File: src/pkg/ivm_map.vh
`ifndef IVM_MAP_VH
`define IVM_MAP_VH
// ------------------------------------------------------------
// Vector map constants
// ------------------------------------------------------------
`define IVM_NUM_SRC 25
`define IVM_ADDR_W 14
`define IVM_RESET_ADDR 14'h0000
`define IVM_SLOT_TWO_WORD 2'h2
`define IVM_SLOT_ONE_WORD 2'h1
`define IVM_OFS_EXT0_TWO 14'h0002
`define IVM_OFS_EXT1_TWO 14'h0004
`define IVM_OFS_PCHG0_TWO 14'h0006
`define IVM_OFS_PCHG2_TWO 14'h000A
`define IVM_OFS_WDOG_TWO 14'h000C
`define IVM_OFS_C2A_TWO 14'h000E
`define IVM_OFS_C2OVF_TWO 14'h0012
`define IVM_OFS_C1CAP_TWO 14'h0014
`define IVM_OFS_C1OVF_TWO 14'h001A
`define IVM_OFS_C0A_TWO 14'h001C
`define IVM_OFS_C0OVF_TWO 14'h0020
`define IVM_OFS_SPI_TWO 14'h0022
`define IVM_OFS_RXC_TWO 14'h0024
`define IVM_OFS_TXC_TWO 14'h0028
`define IVM_OFS_ADC_TWO 14'h002A
`define IVM_OFS_STORE_TWO 14'h0032
`define IVM_OFS_FIRST_ONE 14'h0001
`define IVM_OFS_LAST_ONE 14'h0019
`define IVM_BOOT_2K_ONE 14'h0C00
`define IVM_BOOT_DEFAULT 14'h1C00
`endif

File: src/verilog/ivm_prio_enc.v
`include "ivm_map.vh"
// ------------------------------------------------------------
// Lowest-index pending request finder
// ------------------------------------------------------------
module ivm_prio_enc #(
  parameter N = 25,
  parameter IW = 5
) (
  input wire [N-1:0] req_i, // Pending requests
  output reg any_o, // Any request pending
  output reg [IW-1:0] idx_o // Index of winner
);
  integer k;
  // Scan from the top so the lowest index is left standing
  always @*
  begin
    any_o = 1'b0;
    idx_o = {IW{1'b0}};
    for (k = N - 1; k >= 0; k = k - 1)
    begin
      if (req_i[k])
      begin
        any_o = 1'b1;
        idx_o = k[IW-1:0];
      end
    end
  end
endmodule

File: src/verilog/ivm_sync.v
// ------------------------------------------------------------
// Two-flop synchroniser, one per bit
// ------------------------------------------------------------
module ivm_sync #(
  parameter W = 25
) (
  input wire ref_clk_i, // System clock
  input wire nrst_i, // Async reset, active low
  input wire [W-1:0] d_i, // Asynchronous levels
  output wire [W-1:0] q_o // Synchronised levels
);
  reg [W-1:0] meta_r;
  reg [W-1:0] sync_r;
  // First stage feeds only the second
  always @(posedge ref_clk_i or negedge nrst_i)
  begin
    if (!nrst_i)
    begin
      meta_r <= {W{1'b0}};
      sync_r <= {W{1'b0}};
    end
    else
    begin
      meta_r <= d_i;
      sync_r <= meta_r;
    end
  end
  assign q_o = sync_r;
endmodule

File: src/verilog/ivm_mapper.v
`include "ivm_map.vh"
module ivm_mapper #(
  parameter TWO_WORD = 1, // 1: two-word slots, 0: one-word slots
  parameter [13:0] BOOT_START = `IVM_BOOT_DEFAULT, // Boot section word start
  parameter N = `IVM_NUM_SRC,
  parameter IW = 5
) (
  input wire ref_clk_i, // System clock, 50 MHz
  input wire nrst_i, // Combined system reset, active low
  input wire boot_reset_fuse_n_i, // Fuse, 0 means programmed
  input wire vector_select_bit_i, // Vectors moved to boot section
  input wire [N-1:0] irq_i, // Requests from peripherals
  input wire irq_ack_i, // Core takes the presented vector
  output wire irq_req_o, // A request is pending
  output reg [`IVM_ADDR_W-1:0] vec_addr_o, // Vector for the core
  output reg [IW-1:0] vec_idx_o, // Winning source index
  output reg [`IVM_ADDR_W-1:0] reset_addr_o, // Start address after reset
  output reg taken_o // One-cycle pulse on acceptance
);
  localparam AW = `IVM_ADDR_W;
  localparam ST_RESET = 2'h0;
  localparam ST_RUN = 2'h1;
  localparam ST_HOLD = 2'h2;

  // ------------------------------------------------------------
  // Request conditioning
  // ------------------------------------------------------------
  wire [N-1:0] irq_sync;
  wire fuse_sync_n;
  wire sel_sync;
  wire any_pend;
  wire [IW-1:0] win_idx;

  // Requests and straps come from other domains, so resync them
  ivm_sync #(
    .W(N + 2)
  ) u_sync (
    .ref_clk_i(ref_clk_i),
    .nrst_i(nrst_i),
    .d_i({boot_reset_fuse_n_i, vector_select_bit_i, irq_i}),
    .q_o({fuse_sync_n, sel_sync, irq_sync})
  );

  ivm_prio_enc #(
    .N(N),
    .IW(IW)
  ) u_prio (
    .req_i(irq_sync),
    .any_o(any_pend),
    .idx_o(win_idx)
  );

  // ------------------------------------------------------------
  // Address arithmetic
  // ------------------------------------------------------------
  // Base offset of a source: slot one is vector 1 right after reset
  function [AW-1:0] base_ofs;
    input [IW-1:0] idx;
    reg [AW-1:0] slot;
    begin
      slot = {{(AW-IW){1'b0}}, idx} + {{(AW-1){1'b0}}, 1'b1};
      if (TWO_WORD != 0)
        base_ofs = {slot[AW-2:0], 1'b0};
      else
        base_ofs = slot;
    end
  endfunction

  // Relocation into boot section when vector select is set
  function [AW-1:0] place;
    input [AW-1:0] ofs;
    input sel;
    begin
      if (sel)
        place = BOOT_START + ofs;
      else
        place = ofs;
    end
  endfunction

  // ------------------------------------------------------------
  // Presentation state
  // ------------------------------------------------------------
  reg [1:0] state_r;
  reg [1:0] state_nxt;
  reg fuse_seen_r;
  reg [1:0] settle_r;

  // Stay in reset state until the synchronisers hold real input levels,
  // otherwise their reset zeros would read as a programmed fuse
  always @(posedge ref_clk_i or negedge nrst_i)
  begin
    if (!nrst_i)
      settle_r <= 2'h0;
    else if (state_r == ST_RESET && settle_r != 2'h2)
      settle_r <= settle_r + 2'h1;
  end

  // Hold the vector stable while the core is taking it, so a late
  // higher-priority request cannot tear the address mid-fetch
  always @*
  begin
    state_nxt = state_r;
    case (state_r)
      ST_RESET:
        if (settle_r == 2'h2)
          state_nxt = ST_RUN;
      ST_RUN:
        if (any_pend)
          state_nxt = ST_HOLD;
      ST_HOLD:
        if (irq_ack_i)
          state_nxt = ST_RUN;
      default:
        state_nxt = ST_RESET;
    endcase
  end

  always @(posedge ref_clk_i or negedge nrst_i)
  begin
    if (!nrst_i)
    begin
      state_r <= ST_RESET;
      vec_addr_o <= {AW{1'b0}};
      vec_idx_o <= {IW{1'b0}};
      taken_o <= 1'b0;
    end
    else
    begin
      state_r <= state_nxt;
      taken_o <= (state_r == ST_HOLD) && irq_ack_i;
      if (state_r == ST_RUN && any_pend)
      begin
        vec_idx_o <= win_idx;
        vec_addr_o <= place(base_ofs(win_idx), sel_sync);
      end
    end
  end

  assign irq_req_o = (state_r == ST_HOLD);

  // ------------------------------------------------------------
  // Reset start address
  // ------------------------------------------------------------
  // Fuse is caught after release, never loaded under reset
  always @(posedge ref_clk_i or negedge nrst_i)
  begin
    if (!nrst_i)
    begin
      fuse_seen_r <= 1'b0;
      reset_addr_o <= `IVM_RESET_ADDR;
    end
    else if (!fuse_seen_r && state_r == ST_RUN)
    begin
      fuse_seen_r <= 1'b1;
      if (!fuse_sync_n)
        reset_addr_o <= BOOT_START;
      else
        reset_addr_o <= `IVM_RESET_ADDR;
    end
  end
endmodule

File: config.mk
export PLATFORM = sky130hd
export DESIGN_NAME = ivm_mapper
export DESIGN_NICKNAME = d
export VERILOG_FILES = /design/src/verilog/ivm_prio_enc.v /design/src/verilog/ivm_sync.v /design/src/verilog/ivm_mapper.v
export VERILOG_INCLUDE_DIRS = /design/src /design/src/pkg
export SDC_FILE = /design/constraint.sdc
export NUM_CORES = 1
export LEC_CHECK = 0
export BUFFER_PORTS_ARGS = -buffer_cell sky130_fd_sc_hd__buf_2
export CORE_UTILIZATION = 47
export CTS_CLUSTER_DIAMETER = 30
export CTS_CLUSTER_SIZE = 30
export DETAILED_ROUTE_END_ITERATION = 8
export PLACE_DENSITY_LB_ADDON = 0.15
export SETUP_SLACK_MARGIN = 0.5
export SYNTH_ARGS = -nofsm -noshare
export SYNTH_HDL_FRONTEND = slang
export SYNTH_SLANG_ARGS = --single-unit
File: constraint.sdc
create_clock -name ref_clk_i -period 1.9 [get_ports ref_clk_i]
set_input_delay 0.38 -clock ref_clk_i [delete_from_list [all_inputs] [get_ports ref_clk_i]]
set_output_delay 0.38 -clock ref_clk_i [all_outputs]
set_load 0.01 [all_outputs]
==> results of run 1 <==
-- report_power, final --
part / internal [W] / total, W / switching [W] / leakage (nW)
Sequential: 0.00172 / 0.00184 / 0.000122 / 0.865
Clock: 0.000515 / 0.00105 / 0.000538 / 0.0857
Combinational: 0.000373 / 0.000736 / 0.000363 / 0.614
Total: 0.00261 / 0.00363 / 0.00102 / 1.56
-- sequential cells by signal (all words and copies together) (netlist names) --
| register | count |
|---|---|
| vec_addr_o | 7 |
| state_r | 2 |
| taken_o | 1 |
| vec_idx_o | 5 |
| u_sync.q_o | 27 |
| fuse_seen_r | 1 |
| settle_r | 2 |
| reset_addr_o | 1 |
| u_sync.meta_r | 27 |
-- kinds of logic (layout without fill, tap and decap cells) --
group / Yosys count / in the layout / share of synthesized area, %
other cells: 1 / 16 / 0.1429
simple gates: 62 / 62 / 13.69
fa+ha+maj: 2 / 2 / 0.9536
mux: 2 / 2 / 0.8107
xor+xnor: 2 / 2 / 0.6677
buf+inv: 26 / 90 / 6.628
compound gates: 29 / 29 / 7.487
flops: 73 / 73 / 69.62
-- synth_stat cells (all sizes together) --
| library cell | count |
|---|---|
| nand3 | 2 |
| nor2b | 2 |
| nor4 | 8 |
| o21a | 3 |
| or4 | 2 |
| buf | 21 |
| o211ai | 1 |
| o21ai | 9 |
| inv | 5 |
| and4 | 1 |
| a31oi | 2 |
| dfrtp | 73 |
| or3 | 2 |
| xnor2 | 2 |
| nand4 | 1 |
| a21oi | 6 |
| a2111oi | 1 |
| nand3b | 1 |
| nand2 | 20 |
| nand2b | 4 |
| o21bai | 1 |
| and3 | 1 |
| and2 | 3 |
| o31ai | 1 |
| nor2 | 10 |
| nor3 | 4 |
| a211o | 1 |
| mux2 | 1 |
| ha | 2 |
| a211oi | 1 |
| conb | 1 |
| mux2i | 1 |
| o41ai | 1 |
| o31a | 2 |
| and2b | 1 |
-- worst register-to-register path: stages, from the launching register on --
cell     delay (ns)
dfrtp_1        0.41
nor4_1         0.28
o31a_1         0.20
o41ai_2        0.07
and3_1         0.20
o31a_1         0.29
buf_4          0.14
mux2_4         0.25
-- cell type report --
type	instances	area, um2
multi-input combinational	113	755.7
inverter	5	18.77
tap	70	87.58
clock inverter	5	41.29
sequential	73	1827
fill	429	1938
timing repair buffer	69	427.9
clock buffer	11	141.4
-- path summary, 6_finish.rpt --
check | startpoint | to | slack, ns | depth (start not counted)
min in group ref_clk_i | irq_i[0] | u_sync.meta_r[0] | 0.14 | 1
min | nrst_i | vec_idx_o[2] | 0.03 | 2
min reg2reg | u_sync.meta_r[2] | u_sync.q_o[2] | 0.35 | 0
max | u_sync.q_o[15] | vec_idx_o[1] | -0.05 | 7
max in group asynchronous | nrst_i | vec_addr_o[4] | 1.56 | 2
max reg2reg | u_sync.q_o[15] | vec_idx_o[1] | -0.05 | 7
-- through the flow --
stage	util [%]	setup slack, ns
after global placement	56.43	-0.02182
after floorplan	-	0.1287
final	63.00	-0.05223
after detailed placement	56.43	-0.05881
after CTS	61.28	-0.02508
after global routing	63.00	-0.1494
-- timing repair --
action                                 in CTS  in global routing
hold buffers                                0                  0
resized for setup                           5                  8
pin swaps                                   2                  8
gates cloned                                1                  0
endpoints found under the hold margin       0                  0
setup endpoints to repair                  15                 15
buffers inserted                            5                  5
-- metal layers --
metal / vias to the layer above / routed length, um / GRT usage [%]
met1: 764 / 1698 / 17.74
met5: - / 0 / 0
li1: 786 / - / -
met2: 64 / 1843 / 21.34
met3: 7 / 262 / 7.262
met4: 0 / 63 / 7.500
==> impl_metrics.yaml, run 1 <==
run_status:
  status: "finished with violations"
  failed_checks: "setup timing"
final_layout:
  final_common_cell: "dfrtp_1"
  diodes: 0
  nets: 303
  final_cells: 346
  area_delta_synth_final_pct: 25.75
  fin_area_mm2: 0.003299
  drive_gt1_share_pct: 37.32
  mostFrequentLayoutCells: "dfrtp_1 (73), buf_2 (47), nand2_1 (20)"
global_routing:
  grt_pass1_vias: 1483
  grt-ovfl-total: 0
  grt_max_degree: 74
  grt_first_pass_wirelength_mm: 6.423
  antenna_found_initial: 0
  grt_usage_pct: 14.58
floorplanning:
  coreArea_mm2: 0.005238
  start_util_pct: 50.10
  pin_count: 65
  rows: 26
  die_x_um: 76.72
  dieArea_mm2: 0.005885
  die_h_um: 76.72
power_and_ir_drop:
  total_power_w: 0.003631
  ir_worst_vdd_mv: 0.6248
  power_density_mw_per_mm2: 1101
  p_leak_nw: 1.564
routing:
  vias_per_cell: 4.685
  drc: 0
  drt_wl_total_mm: 3.868
  final_antenna_net_count: 0
  vias: 1621
  routedWlPerCell_um: 11.18
  drtIter0Drc: 33
  drt-pass1-iter-count: 4
clocking:
  clk_path_buf_depth: 2
  cts_tree: "built"
  clk_pin_slew_ns: 0.07
  cts_buffers: 9
  ctsHtreeMaxLevel: 3
  root_buffer: "clkbuf_8"
  cts_num_sinks: 73
  clk_latency_ns: 0.34
sta:
  layout_setup_ws_ns: -0.05223
  max_freq_mhz: 512.2
  fin_worst_skew_ns: 0.004470
  holdWs_ns: 0.03169
  slew_violations: 0
  setup-tns-final_ns: -0.09637
  finalHoldViolations: 0
  finalCriticalPeriod_ns: 1.952
  rsz0062_at_grt: "yes"
  setup_violations: 2
  fin_crit_sh_pct: 102.7
setup_path:
  crit_slowest_cell: "dfrtp_1"
  startpoint_type: "register"
  worst_ep_required_time_ns: 2.13
  crit_family: "compound AO/OA/AOI/OAI gates"
  cp_cell_sequence: "nor4_1 > o31a_1 > o41ai_2 > and3_1 > o31a_1 > buf_4 > mux2_4"
  path_common_cell: "o31a_1"
  cp.arrival_ns: 2.18
  end_kind: "register"
  crit_type: "register to register"
  path_buf_inv: 1
  max_stage_delay_ns: 0.41
  cp_max_fo: 3
synthesis:
  netlist_top_cells_area: "dfrtp_1 (70%), buf_4 (5.7%), nand2_1 (2.9%)"
  synth_top_area_share_pct: 69.62
  ys_seq_area_share_pct: 69.62
  yosysTopAreaCell: "dfrtp_1"
  avgSynthCellArea_um2: 13.32
  syn-cell-area_mm2: 0.002624
  ys_warn_count: 0
  synth_seq_cells: 73
  syn_inst: 197
  ys_types: 41
place:
  port_buffers: 48
  dp_cells: 319
  placed_area_mm2: 0.002955
  gp_congestion: 0.7942
  dp_hpwl_mm: 2.545
hold_path:
  hold_path.class: "primary input to async pin"
job:
  maxCapViolations: 0
Note: power is estimated with default switching activity, not from simulation.
==> run 2, diff against run 1 <==
- CORE_UTILIZATION: 47 -> 40
==> run 2 against run 1 <==
Effect of this change: the run still ends with setup timing left; hold slack better by 0.018 ns; sequential share of layout area decreased by 3.0 points; power up 10%; register-to-register slack barely moved.
==> impl_metrics.yaml, run 2 (synthesis gave the netlist of run 1 again) <==
run_status:
  status: "finished with violations"
  failed_checks: "setup timing"
sta:
  layout_setup_ws_ns: -0.04289
  slew_violations: 0
  rsz0062_at_grt: "yes"
  setup-tns-final_ns: -0.08126
  fin_worst_skew_ns: 0.005520
  finalCriticalPeriod_ns: 1.943
  max_freq_mhz: 514.7
  finalHoldViolations: 0
  setup_violations: 3
  fin_crit_sh_pct: 102.3
final_layout:
  drive_gt1_share_pct: 44.56
  final_common_cell: "dfrtp_1"
  finish.utilization_pct: 55.11
  fin_area_mm2: 0.003500
  nets: 312
  final_cells: 362
  mostFrequentLayoutCells: "dfrtp_1 (69), buf_2 (47), buf_4 (22)"
  diodes: 0
  area_delta_synth_final_pct: 33.38
setup_path:
  ff2ff_setup_slack_ns: -0.04
  cp_cell_sequence: "nor4_4 > o31a_1 > o41ai_2 > and3_1 > o31a_1 > ha_4 > xnor2_1 > o21ai_1"
  cp_max_fo: 2
  crit_family: "compound AO/OA/AOI/OAI gates"
  worst_ep_required_time_ns: 2.13
  startpoint_type: "register"
  reg2regPathDepth: 8
  max_stage_delay_ns: 0.43
  cp.arrival_ns: 2.17
  crit_type: "register to register"
  crit_slowest_cell: "dfrtp_2"
  r2r-end: "vec_addr_o[3]"
  path_common_cell: "o31a_1"
  path_buf_inv: 0
  end_kind: "register"
  worstReg2RegStart: "u_sync.q_o[15]"
floorplanning:
  start_util_pct: 41.32
  coreArea_mm2: 0.006350
  die_h_um: 82.99
  pin_count: 65
  dieArea_mm2: 0.006887
  die_x_um: 82.99
  rows: 29
clocking:
  clk_latency_ns: 0.34
  root_buffer: "clkbuf_8"
  cts_buffers: 9
  clk_path_buf_depth: 2
  ctsHtreeMaxLevel: 3
  cts_num_sinks: 73
  clk_pin_slew_ns: 0.07
  cts_tree: "built"
  ctsHoldBuffers: 0
routing:
  final_antenna_net_count: 0
  vias: 1617
  routedWlPerCell_um: 10.85
  drt-pass1-iter-count: 4
  drc: 0
  drtIter0Drc: 36
  drt_wl_total_mm: 3.926
  vias_per_cell: 4.467
power_and_ir_drop:
  total_power_w: 0.003996
  clkPwrFrac_pct: 33.2
  seq_power_share_pct: 46.2
  p_sw_w: 0.001062
  power_density_mw_per_mm2: 1142
  p_leak_nw: 1.646
  swShare_pct: 26.57
  power.internal_w: 0.002934
  ir_worst_vdd_mv: 0.6254
  combPwrFrac_pct: 20.6
global_routing:
  grt_pass1_vias: 1453
  grt_max_degree: 74
  grt_first_pass_wirelength_mm: 6.603
  grt-ovfl-total: 0
  antenna_found_initial: 0
  grt_usage_pct: 12.70
place:
  placed_area_mm2: 0.003002
  gp_congestion: 0.7621
  dp_cells: 331
  dp_hpwl_mm: 2.618
  port_buffers: 48
job:
  maxCapViolations: 0
hold_path:
  hold_path.class: "primary input to async pin"
[run 2: what timing repair did]
action                                  in CTS  in global routing
gates cloned                                 0                  1
setup buffers                                6                  8
pin swaps                                    6                 13
resized for setup                           12                 24
endpoints found under the setup margin      15                 15
[run 2: cell type report]
cell class              instances  area (um2)
multi-input cells             113       814.5
fillers                       558        2850
inverters                       5       18.77
well taps                      77       96.34
clock buffers                  10       137.6
repair buffers                 78       510.5
clock inverters                 6       90.09
flip-flops and latches         73        1832
[run 2: metal layers]
metal | track usage [%] | routed length (um) | vias to the layer above
met5 | 0 | 0 | -
met4 | 6.113 | 51 | 0
met3 | 6.262 | 213 | 6
met2 | 18.11 | 1855 | 48
met1 | 16.13 | 1805 | 760
li1 | - | - | 803
[run 2: stage by stage]
stage          worst slack (ns)  hold WS (ns)
6_report               -0.04289       0.05012
3_5_place_dp           -0.04781        0.3347
4_1_cts                -0.01066       0.05124
3_3_place_gp           -0.01988        0.3359
5_1_grt                 -0.1804       0.06916
2_1_floorplan            0.1287       0.08441
[run 2: worst max-delay path by stage]
stage	cells after the start	to	start
after detailed placement	7	vec_addr_o[3]	u_sync.q_o[22]
final	8	vec_addr_o[3]	u_sync.q_o[15]
after floorplan	7	vec_addr_o[3]	u_sync.q_o[22]
after global placement	7	vec_addr_o[3]	u_sync.q_o[22]
after CTS	7	vec_addr_o[3]	u_sync.q_o[21]
after global routing	8	vec_addr_o[3]	u_sync.q_o[15]
[run 2: power by group through the flow]
| stage | Combinational [W] | Sequential [W] | Clock, W |
|---|---|---|---|
| floorplan | 0.000360 | 0.00189 | 0 |
| global placement | 0.000607 | 0.00186 | 0 |
| detailed placement | 0.000607 | 0.00187 | 0 |
| CTS | 0.000682 | 0.00184 | 0.00137 |
| global route | 0.000909 | 0.00187 | 0.00145 |
| finish | 0.000824 | 0.00185 | 0.00133 |
==> run 3, diff against run 2 <==
- BUFFER_PORTS_ARGS: -buffer_cell sky130_fd_sc_hd__buf_2 -> not set
- DONT_BUFFER_PORTS: not set -> 1
==> run 3 against run 2 <==
Effect of this change: the flow finishes with violations (hold timing, setup timing); combinational power down 36%; first-iteration DRC count shrank 11%; global-route usage is essentially flat; clock power rose by 11%; setup slack better by 0.0027 ns; register-to-register slack about the same; wire length up 8.4%; critical path type unchanged; largest cell class unchanged.
==> impl_metrics.yaml, run 3 (synthesis gave the netlist of run 1 again) <==
setup_path:
  worst_ep_required_time_ns: 2.13
  crit_type: "register to register"
  startpoint_type: "register"
  cp_max_fo: 3
  cp.arrival_ns: 2.17
  end_kind: "register"
clocking:
  cts_buffers: 9
  root_buffer: "clkbuf_8"
  ctsHtreeMaxLevel: 3
  cts_num_sinks: 73
  cts_tree: "built"
  clk_pin_slew_ns: 0.08
  clk_latency_ns: 0.34
  clk_path_buf_depth: 2
place:
  gp_congestion: 0.7722
  dp_hpwl_mm: 2.713
  port_buffers: 0
floorplanning:
  pin_count: 65
  dieArea_mm2: 0.006887
  die_x_um: 82.99
  coreArea_mm2: 0.006350
  start_util_pct: 41.32
  rows: 29
  die_h_um: 82.99
routing:
  met2_length_mm: 2.013
  drtIter0Drc: 32
  drc: 0
  drt-pass1-iter-count: 4
  final_antenna_net_count: 0
  drt_wl_total_mm: 4.256
  m1WireLength_mm: 1.855
  vias_per_cell: 4.780
  top_layer_used: "met4"
  met3WireLength_um: 290
  vias: 1477
  routedWlPerCell_um: 13.77
power_and_ir_drop:
  power_density_mw_per_mm2: 1219
  ir_worst_vdd_mv: 0.6530
  p_leak_nw: 1.426
sta:
  fin_crit_sh_pct: 102.1
  layout_setup_ws_ns: -0.04015
  setup-tns-final_ns: -0.1060
  holdWs_ns: -0.2779
  max_freq_mhz: 515.4
  slew_violations: 0
  finalHoldViolations: 73
  finalCriticalPeriod_ns: 1.940
  setup_violations: 4
  rsz0062_at_grt: "yes"
  fin_worst_skew_ns: 0.007662
final_layout:
  mostFrequentLayoutCells: "dfrtp_1 (70), nand2_1 (19), buf_4 (19)"
  fillers: 527
  area_delta_synth_final_pct: 22.17
  nets: 259
  diodes: 0
  final_common_cell: "dfrtp_1"
  drive_gt1_share_pct: 30.60
job:
  maxCapViolations: 0
hold_path:
  hold_path.class: "primary input to async pin"
global_routing:
  grt_first_pass_wirelength_mm: 6.734
  antenna_found_initial: 0
  grt_pass1_vias: 1432
  grt_usage_pct: 12.74
  grt-ovfl-total: 0
  grt_max_degree: 74
run_status:
  failed_checks: "hold timing, setup timing"
  status: "finished with violations"
## run 3: cell count changes in the layout (fill, tap and decap cells not counted), moves of 2 or more
cell and change:
a21oi_2 +2, buf_2 -47, buf_4 -3, buf_6 -2
nand2_1 +3, nand2_2 -3, nor4_4 -2
## run 3: stage by stage
step,util [%],cell area (um2),setup WS [ns],instances,total power (W)
after floorplan,-,2698,0.1287,212,0.002248
final,50.48,3206,-0.04015,309,0.003909
after CTS,47.74,3032,-0.005247,299,0.003818
after global placement,42.82,2719,0.001845,279,0.002302
after global routing,50.48,3206,-0.1385,309,0.004087
after detailed placement,42.82,2719,-0.03931,279,0.002312
## run 3: power by group
part	leakage [nW]	internal [W]	switching, W	total [W]
clock network	0.124	0.000885	0.000582	0.00147
registers	0.862	0.00172	0.000190	0.00191
logic	0.440	0.000271	0.000259	0.000530
total	1.43	0.00288	0.00103	0.00391
## run 3: final timing paths
path,from,to,slack (ns),depth (start not counted)
worst min register to register,u_sync.meta_r[5],u_sync.q_o[5],0.35,0
worst min-delay path,nrst_i,reset_addr_o[11],-0.28,0
min in group ref_clk_i,irq_i[0],u_sync.meta_r[0],0.05,0
max in group asynchronous,nrst_i,u_sync.q_o[2],2.05,0
worst max-delay path,u_sync.q_o[18],vec_idx_o[1],-0.04,7
worst max register to register,u_sync.q_o[18],vec_idx_o[1],-0.04,7
## run 3: cell type report
type                    count  area [um2]  area share (%)
multi-input cells         113       800.8           24.98
clock inverters             7       125.1           3.903
inverters                   5       18.77          0.5855
flip-flops and latches     73        1831           57.10
repair buffers             25       210.2           6.557
clock buffers               9       123.9           3.864
well taps                  77       96.34           3.005
## run 3: what timing repair did
| action | CTS | global route |
|---|---|---|
| pin swaps | 8 | 13 |
| resized for setup | 6 | 23 |
| setup endpoints to repair | 15 | 15 |
| cloned | 0 | 1 |
| hold endpoints to repair | 73 | 73 |
| setup buffers | 4 | 9 |
## run 3: routing by layer
| metal | vias to the layer above | GRT usage [%] |
|---|---|---|
| li1 | 700 | - |
| met1 | 719 | 16.05 |
| met2 | 49 | 18.18 |
| met3 | 9 | 6.163 |
| met4 | 0 | 6.583 |
| met5 | - | 0 |
## run 3: critical path: stages (launching register included)
cell	delay (ns)
dfrtp_1	0.42
nor4_2	0.30
o31a_1	0.19
o41ai_2	0.07
and3_1	0.17
o31a_1	0.30
buf_4	0.15
mux2_4	0.24
